**config.mk**
```make
export PLATFORM = sky130hd
export DESIGN_NAME = mir_readout_regs
export DESIGN_NICKNAME = d
export VERILOG_FILES = /design/src/core/mir_pkg.sv /design/src/core/mir_readout_regs.sv
export SDC_FILE = /design/constraint.sdc
export NUM_CORES = 2
export LEC_CHECK = 0
export BUFFER_PORTS_ARGS = -buffer_cell sky130_fd_sc_hd__buf_2
export CAP_MARGIN = 20
export CORE_MARGIN = 5
export CORE_UTILIZATION = 50
export DETAILED_ROUTE_END_ITERATION = 10
export PLACE_DENSITY = 0.68
export SYNTH_ARGS = -nofsm -noshare
export SYNTH_HDL_FRONTEND = slang
export SYNTH_SLANG_ARGS = --single-unit
```
**constraint.sdc**
```tcl
create_clock -name mclk_i -period 4.5 [get_ports mclk_i]
set_input_delay 0 -clock mclk_i [delete_from_list [all_inputs] [get_ports mclk_i]]
set_output_delay 0 -clock mclk_i [all_outputs]
set_load 0.01 [all_outputs]
```
**src/core/mir_pkg.sv**
```systemverilog
// constants of the motion and image readout register block
`default_nettype none

package mir_pkg;

    // ****************************************
    // register offsets
    // ****************************************
    localparam logic [6:0] ADDR_PRODUCT_IDENTIFIER = 7'h00;
    localparam logic [6:0] ADDR_SILICON_REVISION = 7'h01;
    localparam logic [6:0] ADDR_MOVEMENT_FLAG = 7'h02;
    localparam logic [6:0] ADDR_X_DISPLACEMENT = 7'h03;
    localparam logic [6:0] ADDR_Y_DISPLACEMENT = 7'h04;
    localparam logic [6:0] ADDR_SURFACE_QUALITY = 7'h05;
    localparam logic [6:0] ADDR_EXPOSURE_TIME_HIGH = 7'h06;
    localparam logic [6:0] ADDR_EXPOSURE_TIME_LOW = 7'h07;
    localparam logic [6:0] ADDR_BRIGHTEST_PIXEL = 7'h08;
    localparam logic [6:0] ADDR_MEAN_PIXEL_LEVEL = 7'h09;
    localparam logic [6:0] ADDR_DARKEST_PIXEL = 7'h0a;
    localparam logic [6:0] ADDR_PIXEL_DUMP_PORT = 7'h0b;
    localparam logic [6:0] ADDR_TRACKING_CONTROL_COMMIT = 7'h21;
    localparam logic [6:0] ADDR_SOFT_RESET_TRIGGER = 7'h3a;
    localparam logic [6:0] ADDR_INVERTED_REVISION = 7'h3f;
    localparam logic [6:0] ADDR_MOVEMENT_BURST_PORT = 7'h63;

    // ****************************************
    // stored configuration registers
    // ****************************************
    localparam int CFG_NUM = 13;
    localparam logic [CFG_NUM-1:0][6:0] CFG_ADDR = {
        7'h45, 7'h43, 7'h42, 7'h41, 7'h40, 7'h35, 7'h13,
        7'h12, 7'h11, 7'h10, 7'h0f, 7'h0e, 7'h0d};
    localparam logic [CFG_NUM-1:0][7:0] CFG_RST = {
        8'h00, 8'h08, 8'h03, 8'h40, 8'h00, 8'hf0, 8'h31,
        8'h2f, 8'h09, 8'h4f, 8'h00, 8'h46, 8'h01};
    localparam logic [3:0] CFG_IDX_NONE = 4'hf;
    localparam logic [3:0] CFG_IDX_BURST_START = 4'ha;

    // ****************************************
    // identity, arbitrary values
    // ****************************************
    localparam logic [7:0] PRODUCT_ID_VALUE = 8'h5c;
    localparam logic [7:0] REVISION_VALUE = 8'h03;

    // ****************************************
    // fields, reset values, limits
    // ****************************************
    localparam int MOVEMENT_FLAG_BIT = 7;
    localparam int PIXEL_DUMP_VALID_BIT = 7;
    localparam logic [7:0] SOFT_RESET_KEY = 8'h5a;
    localparam logic [15:0] EXPOSURE_RST = 16'h0100;
    localparam logic [15:0] EXPOSURE_MIN = 16'h0001;
    localparam logic [15:0] EXPOSURE_MAX = 16'hffff;
    localparam logic [7:0] BRIGHT_HIGH_LIMIT = 8'hf0;
    localparam logic [7:0] MEAN_HIGH_LIMIT = 8'hb0;
    localparam logic [7:0] BRIGHT_LOW_LIMIT = 8'h80;
    localparam logic [7:0] MEAN_LOW_LIMIT = 8'h40;
    localparam logic [7:0] DARKEST_LIMIT = 8'h7f;
    localparam logic [8:0] PIXEL_COUNT = 9'h0169;

    // ****************************************
    // serial port phases
    // ****************************************
    typedef enum logic [1:0] {
        MIR_PH_ADDR = 2'b00,
        MIR_PH_WDATA = 2'b01,
        MIR_PH_RDATA = 2'b10
    } mir_phase_t;

endpackage

`default_nettype wire

```
**src/core/mir_readout_regs.sv**
```systemverilog
// register set, serial slave and frame statistics of the motion sensor
// Functional notes
// every register reachable over four-wire serial port with byte addresses
// movement flag set when motion seen since Y displacement last read or status written
// movement flag at status bit 7; bits 6-0 read zero
// any status write clears flag and both displacements; byte not kept
// controller reads status first, then displacements 0x03 and 0x04
// displacements accumulate as saturating 8-bit two's complement
// controller reads X then Y back to back
// surface quality reports valid features of current frame
// surface quality is upper 8 bits of 9-bit count
// exposure is 16-bit cycle count in high and low byte
// controller reads exposure high byte then low byte at once
// exposure adjusted automatically to keep pixel levels in range
// brightest pixel register holds frame maximum 0 to 255
// darkest pixel register holds frame minimum 0 to 127
// any pixel dump write returns grabber to position 0
// controller needs 361 dump reads with sensor held still
// product identifier holds fixed 8-bit code
// after all motion data read, displacements and flag clear
// burst read returns X, Y, quality, exposure, brightest, mean
// dump port: valid bit 7, pixel bits 6:0, read advances
// writes to read-only registers ignored except status clear and pixel dump grabber restart
// reset loads every register with its default
`timescale 1ns/1ps
`default_nettype none

module mir_readout_regs (
    // clock and reset
    input wire logic mclk_i,
    input wire logic rst_n_i,
    // serial port
    input wire logic ncs_n_i,
    input wire logic sclk_i,
    input wire logic mosi_i,
    output logic miso_o,
    output logic miso_oe_o,
    // frame results from image processor
    input wire logic frame_done_i,
    input wire logic motion_valid_i,
    input wire logic [7:0] motion_dx_i,
    input wire logic [7:0] motion_dy_i,
    input wire logic [8:0] feature_count_i,
    input wire logic [7:0] frame_max_i,
    input wire logic [7:0] frame_mean_i,
    input wire logic [7:0] frame_min_i,
    // pixel array write port
    input wire logic pix_we_i,
    input wire logic [8:0] pix_addr_i,
    input wire logic [6:0] pix_data_i,
    // to image processor
    output logic [15:0] exposure_o,
    output logic motion_pending_o
);
    import mir_pkg::*;

    // ****************************************
    // state
    // ****************************************
    typedef struct packed {
        logic ncs_s1;
        logic ncs_s2;
        logic sclk_s1;
        logic sclk_s2;
        logic sclk_s3;
        logic mosi_s1;
        logic mosi_s2;
        mir_phase_t phase;
        logic [2:0] bit_cnt;
        logic [7:0] shift_in;
        logic [6:0] addr;
        logic [7:0] out_sh;
        logic burst;
        logic [6:0] burst_addr;
        logic miso;
        logic miso_oe;
        logic flag;
        logic [7:0] dx;
        logic [7:0] dy;
        logic [7:0] squal;
        logic [15:0] exposure;
        logic [7:0] pmax;
        logic [7:0] pmean;
        logic [7:0] pmin;
        logic [8:0] grab_pos;
        logic frame_seen;
        logic [CFG_NUM-1:0][7:0] cfg;
    } mir_state_t;

    mir_state_t st_reg;
    mir_state_t st_next;
    logic [6:0] pix_mem [0:360];
    logic sclk_rise;
    logic sclk_fall;
    logic [7:0] shifted;
    logic rd_stb;
    logic [6:0] rd_addr;
    logic wr_stb;
    logic [6:0] wr_addr;
    logic [7:0] wr_data;
    logic [7:0] rd_byte;
    logic [3:0] rd_idx;
    logic [3:0] wr_idx;
    logic grab_valid;

    // ****************************************
    // functions
    // ****************************************
    function automatic mir_state_t rst_state();
        mir_state_t s;
        s = '0;
        s.ncs_s1 = 1'b1;
        s.ncs_s2 = 1'b1;
        s.exposure = EXPOSURE_RST;
        s.cfg = CFG_RST;
        return s;
    endfunction

    function automatic logic [3:0] cfg_index(input logic [6:0] a);
        logic [3:0] idx;
        idx = CFG_IDX_NONE;
        for (int i = 0; i < CFG_NUM; i++) begin
            if (CFG_ADDR[i] == a) begin
                idx = 4'(i);
            end
        end
        return idx;
    endfunction

    function automatic logic [7:0] sat_add(input logic [7:0] a, input logic [7:0] b);
        logic [8:0] s;
        s = {a[7], a} + {b[7], b};
        if (s[8] != s[7]) begin
            sat_add = s[8] ? 8'h80 : 8'h7f;
        end else begin
            sat_add = s[7:0];
        end
    endfunction

    function automatic logic [6:0] burst_next(input logic [6:0] a);
        if (a < ADDR_MEAN_PIXEL_LEVEL) begin
            burst_next = 7'(a + 7'h01);
        end else begin
            burst_next = ADDR_MEAN_PIXEL_LEVEL;
        end
    endfunction

    // ****************************************
    // serial decode
    // ****************************************
    always_comb begin
        sclk_rise = st_reg.sclk_s2 & ~st_reg.sclk_s3;
        sclk_fall = ~st_reg.sclk_s2 & st_reg.sclk_s3;
        shifted = {st_reg.shift_in[6:0], st_reg.mosi_s2};
        rd_stb = 1'b0;
        rd_addr = '0;
        wr_stb = 1'b0;
        wr_addr = '0;
        wr_data = '0;
        if (!st_reg.ncs_s2 && sclk_rise && st_reg.bit_cnt == 3'h7) begin
            case (st_reg.phase)
                MIR_PH_ADDR: begin
                    if (!shifted[7]) begin
                        rd_stb = 1'b1;
                        if (shifted[6:0] == ADDR_MOVEMENT_BURST_PORT) begin
                            rd_addr = st_reg.cfg[CFG_IDX_BURST_START][6:0];
                        end else begin
                            rd_addr = shifted[6:0];
                        end
                    end
                end
                MIR_PH_WDATA: begin
                    wr_stb = 1'b1;
                    wr_addr = st_reg.addr;
                    wr_data = shifted;
                end
                MIR_PH_RDATA: begin
                    rd_stb = st_reg.burst;
                    rd_addr = st_reg.burst_addr;
                end
                default: begin
                    rd_stb = 1'b0;
                end
            endcase
        end
    end

    // ****************************************
    // read data
    // ****************************************
    always_comb begin
        rd_idx = cfg_index(rd_addr);
        wr_idx = cfg_index(wr_addr);
        grab_valid = st_reg.frame_seen && st_reg.grab_pos < PIXEL_COUNT;
        rd_byte = 8'h00;
        case (rd_addr)
            ADDR_PRODUCT_IDENTIFIER: rd_byte = PRODUCT_ID_VALUE;
            ADDR_SILICON_REVISION: rd_byte = REVISION_VALUE;
            ADDR_MOVEMENT_FLAG: rd_byte = {st_reg.flag, 7'h00};
            ADDR_X_DISPLACEMENT: rd_byte = st_reg.dx;
            ADDR_Y_DISPLACEMENT: rd_byte = st_reg.dy;
            ADDR_SURFACE_QUALITY: rd_byte = st_reg.squal;
            ADDR_EXPOSURE_TIME_HIGH: rd_byte = st_reg.exposure[15:8];
            ADDR_EXPOSURE_TIME_LOW: rd_byte = st_reg.exposure[7:0];
            ADDR_BRIGHTEST_PIXEL: rd_byte = st_reg.pmax;
            ADDR_MEAN_PIXEL_LEVEL: rd_byte = st_reg.pmean;
            ADDR_DARKEST_PIXEL: rd_byte = st_reg.pmin;
            ADDR_PIXEL_DUMP_PORT: begin
                if (grab_valid) begin
                    rd_byte = {1'b1, pix_mem[st_reg.grab_pos]};
                end
            end
            ADDR_INVERTED_REVISION: rd_byte = ~REVISION_VALUE;
            default: begin
                if (rd_idx != CFG_IDX_NONE) begin
                    rd_byte = st_reg.cfg[rd_idx];
                end
            end
        endcase
    end

    // ****************************************
    // next state
    // ****************************************
    always_comb begin
        st_next = st_reg;
        st_next.ncs_s1 = ncs_n_i;
        st_next.ncs_s2 = st_reg.ncs_s1;
        st_next.sclk_s1 = sclk_i;
        st_next.sclk_s2 = st_reg.sclk_s1;
        st_next.sclk_s3 = st_reg.sclk_s2;
        st_next.mosi_s1 = mosi_i;
        st_next.mosi_s2 = st_reg.mosi_s1;
        st_next.miso_oe = ~st_reg.ncs_s2;
        if (st_reg.ncs_s2) begin
            st_next.phase = MIR_PH_ADDR;
            st_next.bit_cnt = 3'h0;
            st_next.burst = 1'b0;
        end else if (sclk_rise) begin
            st_next.shift_in = shifted;
            st_next.bit_cnt = 3'(st_reg.bit_cnt + 3'h1);
            if (st_reg.bit_cnt == 3'h7) begin
                case (st_reg.phase)
                    MIR_PH_ADDR: begin
                        st_next.addr = shifted[6:0];
                        st_next.phase = shifted[7] ? MIR_PH_WDATA : MIR_PH_RDATA;
                        st_next.burst = shifted[6:0] == ADDR_MOVEMENT_BURST_PORT;
                    end
                    MIR_PH_RDATA: begin
                        if (!st_reg.burst) begin
                            st_next.phase = MIR_PH_ADDR;
                        end
                    end
                    default: begin
                        st_next.phase = MIR_PH_ADDR;
                    end
                endcase
            end
        end else if (sclk_fall && st_reg.phase == MIR_PH_RDATA) begin
            st_next.miso = st_reg.out_sh[7];
            st_next.out_sh = {st_reg.out_sh[6:0], 1'b0};
        end
        if (rd_stb) begin
            st_next.out_sh = rd_byte;
            st_next.burst_addr = burst_next(rd_addr);
            if (rd_addr == ADDR_Y_DISPLACEMENT) begin
                st_next.flag = 1'b0;
                st_next.dx = 8'h00;
                st_next.dy = 8'h00;
            end
            if (rd_addr == ADDR_PIXEL_DUMP_PORT && st_reg.grab_pos < PIXEL_COUNT) begin
                st_next.grab_pos = 9'(st_reg.grab_pos + 9'h001);
            end
        end
        if (wr_stb) begin
            if (wr_addr == ADDR_MOVEMENT_FLAG) begin
                st_next.flag = 1'b0;
                st_next.dx = 8'h00;
                st_next.dy = 8'h00;
            end
            if (wr_addr == ADDR_PIXEL_DUMP_PORT) begin
                st_next.grab_pos = 9'h000;
            end
            if (wr_idx != CFG_IDX_NONE) begin
                st_next.cfg[wr_idx] = wr_data;
            end
        end
        if (frame_done_i) begin
            if (motion_valid_i) begin
                st_next.flag = 1'b1;
                st_next.dx = sat_add(st_next.dx, motion_dx_i);
                st_next.dy = sat_add(st_next.dy, motion_dy_i);
            end
            st_next.squal = feature_count_i[8:1];
            st_next.pmax = frame_max_i;
            st_next.pmean = frame_mean_i;
            st_next.pmin = frame_min_i > DARKEST_LIMIT ? DARKEST_LIMIT : frame_min_i;
            st_next.frame_seen = 1'b1;
            if (frame_max_i >= BRIGHT_HIGH_LIMIT || frame_mean_i >= MEAN_HIGH_LIMIT) begin
                if (st_reg.exposure > EXPOSURE_MIN + (st_reg.exposure >> 4)) begin
                    st_next.exposure = st_reg.exposure - (st_reg.exposure >> 4) - 16'h0001;
                end else begin
                    st_next.exposure = EXPOSURE_MIN;
                end
            end else if (frame_max_i < BRIGHT_LOW_LIMIT && frame_mean_i < MEAN_LOW_LIMIT) begin
                if (st_reg.exposure < EXPOSURE_MAX - (st_reg.exposure >> 4) - 16'h0001) begin
                    st_next.exposure = st_reg.exposure + (st_reg.exposure >> 4) + 16'h0001;
                end else begin
                    st_next.exposure = EXPOSURE_MAX;
                end
            end
        end
        if (wr_stb && wr_addr == ADDR_SOFT_RESET_TRIGGER && wr_data == SOFT_RESET_KEY) begin
            st_next = rst_state();
            // pin synchronisers keep tracking, no false link edge, miso stays driven
            st_next.ncs_s1 = ncs_n_i;
            st_next.ncs_s2 = st_reg.ncs_s1;
            st_next.sclk_s1 = sclk_i;
            st_next.sclk_s2 = st_reg.sclk_s1;
            st_next.sclk_s3 = st_reg.sclk_s2;
            st_next.mosi_s1 = mosi_i;
            st_next.mosi_s2 = st_reg.mosi_s1;
            st_next.miso_oe = ~st_reg.ncs_s2;
        end
    end

    // ****************************************
    // registers
    // ****************************************
    always_ff @(posedge mclk_i) begin
        if (!rst_n_i) begin
            st_reg <= rst_state();
        end else begin
            st_reg <= st_next;
        end
    end

    always_ff @(posedge mclk_i) begin
        if (pix_we_i && pix_addr_i < PIXEL_COUNT) begin
            pix_mem[pix_addr_i] <= pix_data_i;
        end
    end

    assign miso_o = st_reg.miso;
    assign miso_oe_o = st_reg.miso_oe;
    assign exposure_o = st_reg.exposure;
    assign motion_pending_o = st_reg.flag;

    // ****************************************
    // assertions
    // ****************************************
    property p_flag_set;
        @(posedge mclk_i) disable iff (!rst_n_i)
        (frame_done_i && motion_valid_i && !wr_stb) |=> st_reg.flag;
    endproperty
    a_flag_set: assert property (p_flag_set) else $error("flag not set");

    property p_status_clear;
        @(posedge mclk_i) disable iff (!rst_n_i)
        (wr_stb && wr_addr == ADDR_MOVEMENT_FLAG && !frame_done_i)
            |=> (!st_reg.flag && st_reg.dx == 8'h00 && st_reg.dy == 8'h00);
    endproperty
    a_status_clear: assert property (p_status_clear) else $error("status write");

    property p_status_byte;
        @(posedge mclk_i) disable iff (!rst_n_i)
        (rd_stb && rd_addr == ADDR_MOVEMENT_FLAG)
            |=> st_reg.out_sh == {$past(st_reg.flag), 7'h00};
    endproperty
    a_status_byte: assert property (p_status_byte) else $error("status byte");

    property p_y_read_clear;
        @(posedge mclk_i) disable iff (!rst_n_i)
        (rd_stb && rd_addr == ADDR_Y_DISPLACEMENT && !frame_done_i) |=> !st_reg.flag;
    endproperty
    a_y_read_clear: assert property (p_y_read_clear) else $error("y read");

    property p_grab_origin;
        @(posedge mclk_i) disable iff (!rst_n_i)
        (wr_stb && wr_addr == ADDR_PIXEL_DUMP_PORT) |=> st_reg.grab_pos == 9'h000;
    endproperty
    a_grab_origin: assert property (p_grab_origin) else $error("grab origin");

    property p_grab_step;
        @(posedge mclk_i) disable iff (!rst_n_i)
        (rd_stb && rd_addr == ADDR_PIXEL_DUMP_PORT && st_reg.grab_pos < 9'h0168)
            |=> st_reg.grab_pos == 9'($past(st_reg.grab_pos) + 9'h001);
    endproperty
    a_grab_step: assert property (p_grab_step) else $error("grab step");

    property p_squal;
        @(posedge mclk_i) disable iff (!rst_n_i)
        frame_done_i |=> st_reg.squal == 8'($past(feature_count_i) >> 1);
    endproperty
    a_squal: assert property (p_squal) else $error("quality value");

    property p_darkest;
        @(posedge mclk_i) disable iff (!rst_n_i)
        frame_done_i |=> st_reg.pmin <= DARKEST_LIMIT;
    endproperty
    a_darkest: assert property (p_darkest) else $error("darkest range");

    property p_exposure_down;
        @(posedge mclk_i) disable iff (!rst_n_i)
        (frame_done_i && frame_max_i >= BRIGHT_HIGH_LIMIT && !wr_stb)
            |=> (st_reg.exposure < $past(st_reg.exposure) || st_reg.exposure == EXPOSURE_MIN);
    endproperty
    a_exposure_down: assert property (p_exposure_down) else $error("exposure");

    property p_drive;
        @(posedge mclk_i) disable iff (!rst_n_i)
        !st_reg.ncs_s2 |=> miso_oe_o;
    endproperty
    a_drive: assert property (p_drive) else $error("miso not driven");

    c_burst: cover property (@(posedge mclk_i) disable iff (!rst_n_i)
        rd_stb && st_reg.burst && st_reg.phase == MIR_PH_RDATA);
    c_clear: cover property (@(posedge mclk_i) disable iff (!rst_n_i)
        wr_stb && wr_addr == ADDR_MOVEMENT_FLAG && st_reg.flag);
    c_grab: cover property (@(posedge mclk_i) disable iff (!rst_n_i)
        rd_stb && rd_addr == ADDR_PIXEL_DUMP_PORT && grab_valid);

endmodule

`default_nettype wire

```
# Word-level counts from Yosys, hierarchy flattened
# Memory sizes are Yosys's and may differ from the RTL's. A register that Yosys moved wholly into a read port is not among the register bits.
# Index checks and enable logic that the tools add are counted.
[classes] n_addsub=12 order_cmp=13 n_eq_ne=53 muxes=77 n_bitwise=7 n_reduce_logical=26
[op_table] cell="8-bit two-way mux" count=15
[op_table] cell="104-bit bitwise mux" count=1
[op_table] cell="4-bit two-way mux" count=26
[op_table] cell="8-bit one-hot mux with 13 select lines" count=1
[op_table] cell="17-bit two-way mux" count=5
[op_table] cell="7-bit == test (first input constant)" count=10
[op_table] cell="65-bit two-way mux" count=1
[op_table] cell="16-bit two-way mux" count=4
[op_table] cell="5-bit by 7-bit == test with 1-bit output (first input constant)" count=8
[op_table] cell="9-bit two-way mux" count=5
[op_table] cell="4-bit by 7-bit == test with 1-bit output (first input constant)" count=6
[op_table] cell="7-bit two-way mux" count=6
[op_table] cell="7-bit by 4-bit == test with 1-bit output (second input constant)" count=5
[op_table] cell="8-bit binary-select mux with 4-bit select" count=1
[op_table] cell="8-bit demux with 4-bit select" count=1
[op_table] cell="7-bit by 3-bit == test with 1-bit output (second input constant)" count=4
[op_table] cell="7-bit by 2-bit == test with 1-bit output (second input constant)" count=3
[op_table] cell="8-bit by 8-bit adder with 9-bit output" count=2
[op_table] cell="9-bit < comparator (second input constant)" count=2
[op_table] cell="16-bit by 1-bit adder with 16-bit output (second input constant)" count=1
[op_table] cell="16-bit by 12-bit adder with 16-bit output" count=1
[op_table] cell="8-bit greater-or-equal comparator (second input constant)" count=2
[op_table] cell="16-bit by 13-bit greater-than comparator with 1-bit output" count=1
[op_table] cell="16-bit < comparator" count=1
[op_table] cell="other kinds (44)" count=76
[word_totals] ff_bits=224 ram_bits=2527 inputBits=73 output_inout_bits=19 wordCells=228 mem_count=1
[mem_list] memory="pix_mem" depth=361 word_bits=7 read_ports=1 rd_ports_with_merged_regs=1 write_ports=1 line_no="mir_readout_regs.sv:92" source="logic [6:0] pix_mem [0:360];"

# Longest topological paths before layout
[logic_depth] ltp_word=24 mapped_depth=27

# Least setup slack after synthesis
# No wires, ideal clock.
[synth_path] path_type="register -> register" from="reg st_reg[212] (netlist bit)" to="reg st_reg[164] (netlist bit)" arrival_time_ns=4.823 slack_ns=-0.442 stages_incl_launch_ff=26 n_path_buf=2 period_less_slack_ns=4.942 cell_sequence="dfxtp_1 ha_1 ha_1 nand4bb_1 nor2_1 o21ai_1 nor2_1 nand2_1 nor2_1 a32oi_1 clkbuf_1 nand2_1 inv_1 ha_1 a21o_1 a21o_1 a21o_1 a21oi_1 o21bai_1 a21oi_1 xnor2_1 ha_1 buf_1 nand2_1 nand2_1 o221a_2"
[synth_via] elab_chain_len=13 word_cells_on_any_way=24 cone_classes="1 x add/sub; 6 x eq/ne; 13 x mux; 4 x reduce/logical"
[synth_lines] element="start, declared" line_no="mir_readout_regs.sv:90" source="mir_state_t st_reg;"
[synth_lines] element="start signal, assigned" line_no="mir_readout_regs.sv:332" source="st_reg <= rst_state();"
[synth_lines] element="start signal, assigned" line_no="mir_readout_regs.sv:334" source="st_reg <= st_next;"
[synth_lines] element="3-bit == test *" line_no="mir_readout_regs.sv:160" source="if (!st_reg.ncs_s2 && sclk_rise && st_reg.bit_cnt == 3'h7) begin"
[synth_lines] element="1-bit logical AND *" line_no="mir_readout_regs.sv:160"
[synth_lines] element="7-bit two-way mux" line_no="mir_readout_regs.sv:160"
[synth_lines] element="7-bit by 3-bit == test with 1-bit output" line_no="mir_readout_regs.sv:266" source="if (rd_addr == ADDR_Y_DISPLACEMENT) begin"
[synth_lines] element="17-bit two-way mux" line_no="mir_readout_regs.sv:266"
[synth_lines] element="17-bit two-way mux" line_no="mir_readout_regs.sv:263" source="if (rd_stb) begin"
[synth_lines] element="17-bit two-way mux" line_no="mir_readout_regs.sv:276" source="if (wr_addr == ADDR_MOVEMENT_FLAG) begin"
[synth_lines] element="17-bit two-way mux" line_no="mir_readout_regs.sv:275" source="if (wr_stb) begin"
[synth_lines] element="8-bit by 8-bit adder with 9-bit output" line_no="mir_readout_regs.sv:132" source="s = {a[7], a} + {b[7], b};"
[synth_lines] element="8-bit two-way mux or 1-bit != test (tied branches)" line_no="mir_readout_regs.sv:134, mir_readout_regs.sv:133"
[synth_lines] element="8-bit two-way mux" line_no="mir_readout_regs.sv:133" source="if (s[8] != s[7]) begin"
[synth_lines] element="17-bit two-way mux" line_no="mir_readout_regs.sv:289" source="if (motion_valid_i) begin"
[synth_lines] element="65-bit two-way mux" line_no="mir_readout_regs.sv:288" source="if (frame_done_i) begin"
# Mark *: on every way between the ends. The rest lies on a longest branch, timed or not.
# A chain may end at the register's enable or synchronous reset.

# Final worst setup path
[layout_path] from="reg st_reg[213] (netlist bit)" to="reg st_reg[170] (netlist bit)"
# Same word-level chain as after synthesis.

==> flow_summary_export.csv <==
group,metric,value,unit
floorplan,ios,92,
sta,tns,-11.6,ps
floorplan,dieWidth,483,um
drt,via_per_inst,6.29,
power_and_ir_drop,power_frac_clock,43.6,%
cells_and_area,final_cells,9648,
global_route,grt_max_degree,193,
floorplan,rows,173,
drt,remaining_drc_errors,0,
drt,wire_per_inst,29.8,um
global_route,busiest_layer,"met2",
global_route,grtUsageMet3,4.82,%
sta,setup_violations,1,
global_route,grtUsageMet2,39.2,%
global_route,grt_pass1_vias,60500,
outcome,status,"complete, but fails checks",
cells_and_area,final_nets,6604,
global_route,grt-ovfl-total,0,
sta,skew,54.8,ps
placed_design,place_congestion,0.935,
sta,finalHoldViolCount,0,
power_and_ir_drop,leakage,40.3,nW
drt,drt_iter0_drc,7752,
synthesis,ys_types,100,
placed_design,numPortBuffers,90,
setup_path,critPathSlowestCell,"or4_4",
synthesis,ys_seq_area_share,72.0,%
setup_path,cp-start-kind,"register",
setup_path,crit_buf_inv,5,
setup_path,crit_family,"simple AND/OR/NAND/NOR gates",
clock_network,numCtsBuffers,293,
clock_network,cts_sinks,2750,
synthesis,synthTopCellsByCount,"edfxtp_1 (2527), mux4_2 (768), nor2_1 (621), nand2_1 (246), dfxtp_1 (223)",
clock_network,cts-root-buf,"clkbuf_16",
setup_path,cp-end-kind,"register",
synthesis,synth_warnings,0,
synthesis,synth_top_area_share,68.0,%
synthesis,synthArstFlopShare,0,%
sta,fin_crit,4510,ps
power_and_ir_drop,power_frac_seq,53.1,%
cells_and_area,largest_reg_flops,2527,
floorplan,initial_core_util,50.2,%
drt,wl,288000,um
synthesis,ys.flop_type,"edfxtp_1",
power_and_ir_drop,powerDensity,412,nW/um^2
synthesis,yosys-top-cells-area,"edfxtp_1 (68%), mux4_2 (15%), dfxtp_1 (4.0%)",
cells_and_area,area_growth,14.7,%
sta,fin_ws,-11.6,ps
setup_path,critPathMostFrequentCell,"ha_4",
setup_path,crit_type,"reg2reg",
drt,vias,60700,
clock_network,cts_buffer_depth,4,
synthesis,yosys.area.top_type,"edfxtp_1",
floorplan,core-area,222000,um^2
clock_network,clk_pin_slew_worst_paths,60,ps
sta,maxSlewViolCount,0,
outcome,violations,"setup timing",
synthesis,synth_edf_count,2527,
clock_network,htree_num_levels,5,
floorplan,die_y,483,um
power_and_ir_drop,internal_power,42.0,mW
power_and_ir_drop,netSwitchingFraction,20.5,%
setup_path,cp_slowest_stage_delay,580,ps
synthesis,synth_fp_nets,6119,
drt,drt-pass1-iter-count,9,
hold_path,min_path_type,"in2reg",
power_and_ir_drop,switchingPower,10.8,mW
sta,period_share,100,%
job,drv_cap,0,
sta,rsz0062_at_grt,"true",
drt,ant_nets,0,
sta,slew-limit-headroom,19.6,%
global_route,grt.total_usage,24.6,%
power_and_ir_drop,ir_worst_vdd,0.313,mV
setup_path,cp_max_fo,8,
placed_design,place_inst,8977,
synthesis,syn-instance-count,5968,
global_route,grt_pass1_wl,420000,um
clock_network,cts_tree,"yes",
clock_network,clk_latency,940,ps
setup_path,path_cells,"ha_4 > ha_4 > nand3b_1 > or4_4 > nor4_4 > a32oi_2 > buf_6 > buf_6 > buf_6 > and2_4 > ha_4 > nor2b_4 > o21ai_1 > nand2b_1 > a21oi_2 > o21bai_1 > nand2_1 > a31oi_2 > inv_2 > ha_4 > buf_4 > nand2b_1 > a311oi_1",
cells_and_area,drive_above_1_share,25.8,%
synthesis,syn_area,112000,um^2
sta,worst_pin_slew,1210,ps
synthesis,ys_seq_elements,2750,
floorplan,dieArea,233000,um^2
sta,fmaxAchievable,222,MHz
synthesis,yosysMostFrequentCell,"edfxtp_1",
setup_path,arrival,5340,ps
setup_path,cp.required,5330,ps
global_route,antenna_found_initial,14,
setup_path,rrSetupSlack,-10,ps
power_and_ir_drop,combinationalPowerShare,3.3,%
synthesis,syn_avg_cell_area,18.7,um^2
placed_design,hpwl,179000,um
global_route,use_met1,35.1,%
[routing by layer]
| layer | vias up | part of all wire [%] |
|---|---|---|
| li1 | 25200 | - |
| met1 | 31800 | 39 |
| met2 | 3233 | 48 |
| met3 | 497 | 9.3 |
| met4 | 2 | 2.9 |
| met5 | - | 0.0045 |
[cell type report]
type | instances | area (um^2)
clock inverter | 142 | 1240
timing repair buffer | 563 | 4950
multi-input combinational | 2774 | 29700
fill | 16200 | 94200
sequential | 2750 | 80400
tap | 2975 | 3720
inverter | 71 | 280
clock buffer | 361 | 7780
antenna | 12 | 30.0
[power by group through the flow]
stage,clock network [mW],registers [mW],logic (mW)
3_5_place_dp,0,28.5,1.47
5_1_grt,24.4,28.0,1.88
2_1_floorplan,0,28.5,0.639
3_3_place_gp,0,28.5,1.42
4_1_cts,23.3,28.0,1.63
6_report,23.0,28.0,1.75
[logic make-up (layout without fill, tap and decap cells)]
family	count (synthesis)	in the layout	share of synthesized area [%]
AOI/OAI and AO/OA	575	575	3.49
adders and majority gates	78	78	0.901
buffers and inverters	444	1137	1.91
DFF	2750	2750	72.0
muxes	921	921	16.9
xor gates and xnor gates	30	30	0.235
and+or+nand+nor	1170	1170	4.63
other	0	12	0
[cells in the final DEF, fill, tap and decap left out, types with 35 or more instances in the layout]
| master | instances |
|---|---|
| buf_4 | 282 |
| nand2_1 | 229 |
| mux2i_1 | 144 |
| edfxtp_1 | 2527 |
| and2_1 | 35 |
| mux4_2 | 768 |
| clkbuf_1 | 57 |
| inv_1 | 62 |
| nor3_1 | 43 |
| dlygate4sd3_1 | 148 |
| ha_1 | 66 |
| nand3_1 | 47 |
| buf_2 | 83 |
| o211ai_1 | 37 |
| dfxtp_1 | 213 |
| buf_12 | 38 |
| clkinv_2 | 41 |
| nor2_1 | 614 |
| a21oi_1 | 155 |
| o21ai_0 | 78 |
| clkbuf_16 | 300 |
| clkinv_1 | 61 |
[path summary, 6_finish.rpt]
kind | to | startpoint | depth (start not counted)
setup / recovery | st_reg[170]$_SDFF_PP0_ | st_reg[213]$_SDFFE_PP0P_ | 23
hold / removal | pix_mem[119][0]$_DFFE_PP_ | pix_data_i[0] | 2
setup reg to reg | st_reg[170]$_SDFF_PP0_ | st_reg[213]$_SDFFE_PP0P_ | 23
hold reg to reg | st_reg[222]$_SDFF_PN1_ | st_reg[223]$_SDFF_PN1_ | 1
[worst register-to-register path, delay by kind of cell (launching register included)]
kind | cells | cell delay, ps
flops | 1 | 350
simple gates | 8 | 1640
compound gates | 6 | 1020
fa+ha+maj | 4 | 770
buf+inv | 5 | 670
[through the flow]
stage / setup slack, ps / hold slack (ps) / power [mW] / area, um^2 / utilization (%)
after CTS: 11.6 / 36.7 / 52.9 / 128000 / 57.5
after floorplan: 5.15 / 73.0 / 29.2 / 112000 / -
after global placement: -292 / 199 / 30.0 / 117000 / 52.7
after global routing: -173 / 62.5 / 54.3 / 128000 / 57.6
final: -11.6 / 101 / 52.8 / 128000 / 57.6
after detailed placement: -377 / 196 / 30.0 / 117000 / 52.7
[timing repair]
item | 4_1_cts | 5_1_grt
pin swaps | 16 | 33
hold buffers | 148 | 0
resized for setup | 25 | 56
setup endpoints to repair | 14 | 17
buffers inserted | 2 | 7
hold endpoints to repair | 1563 | 0
Note: power is estimated with default switching activity, not from simulation.
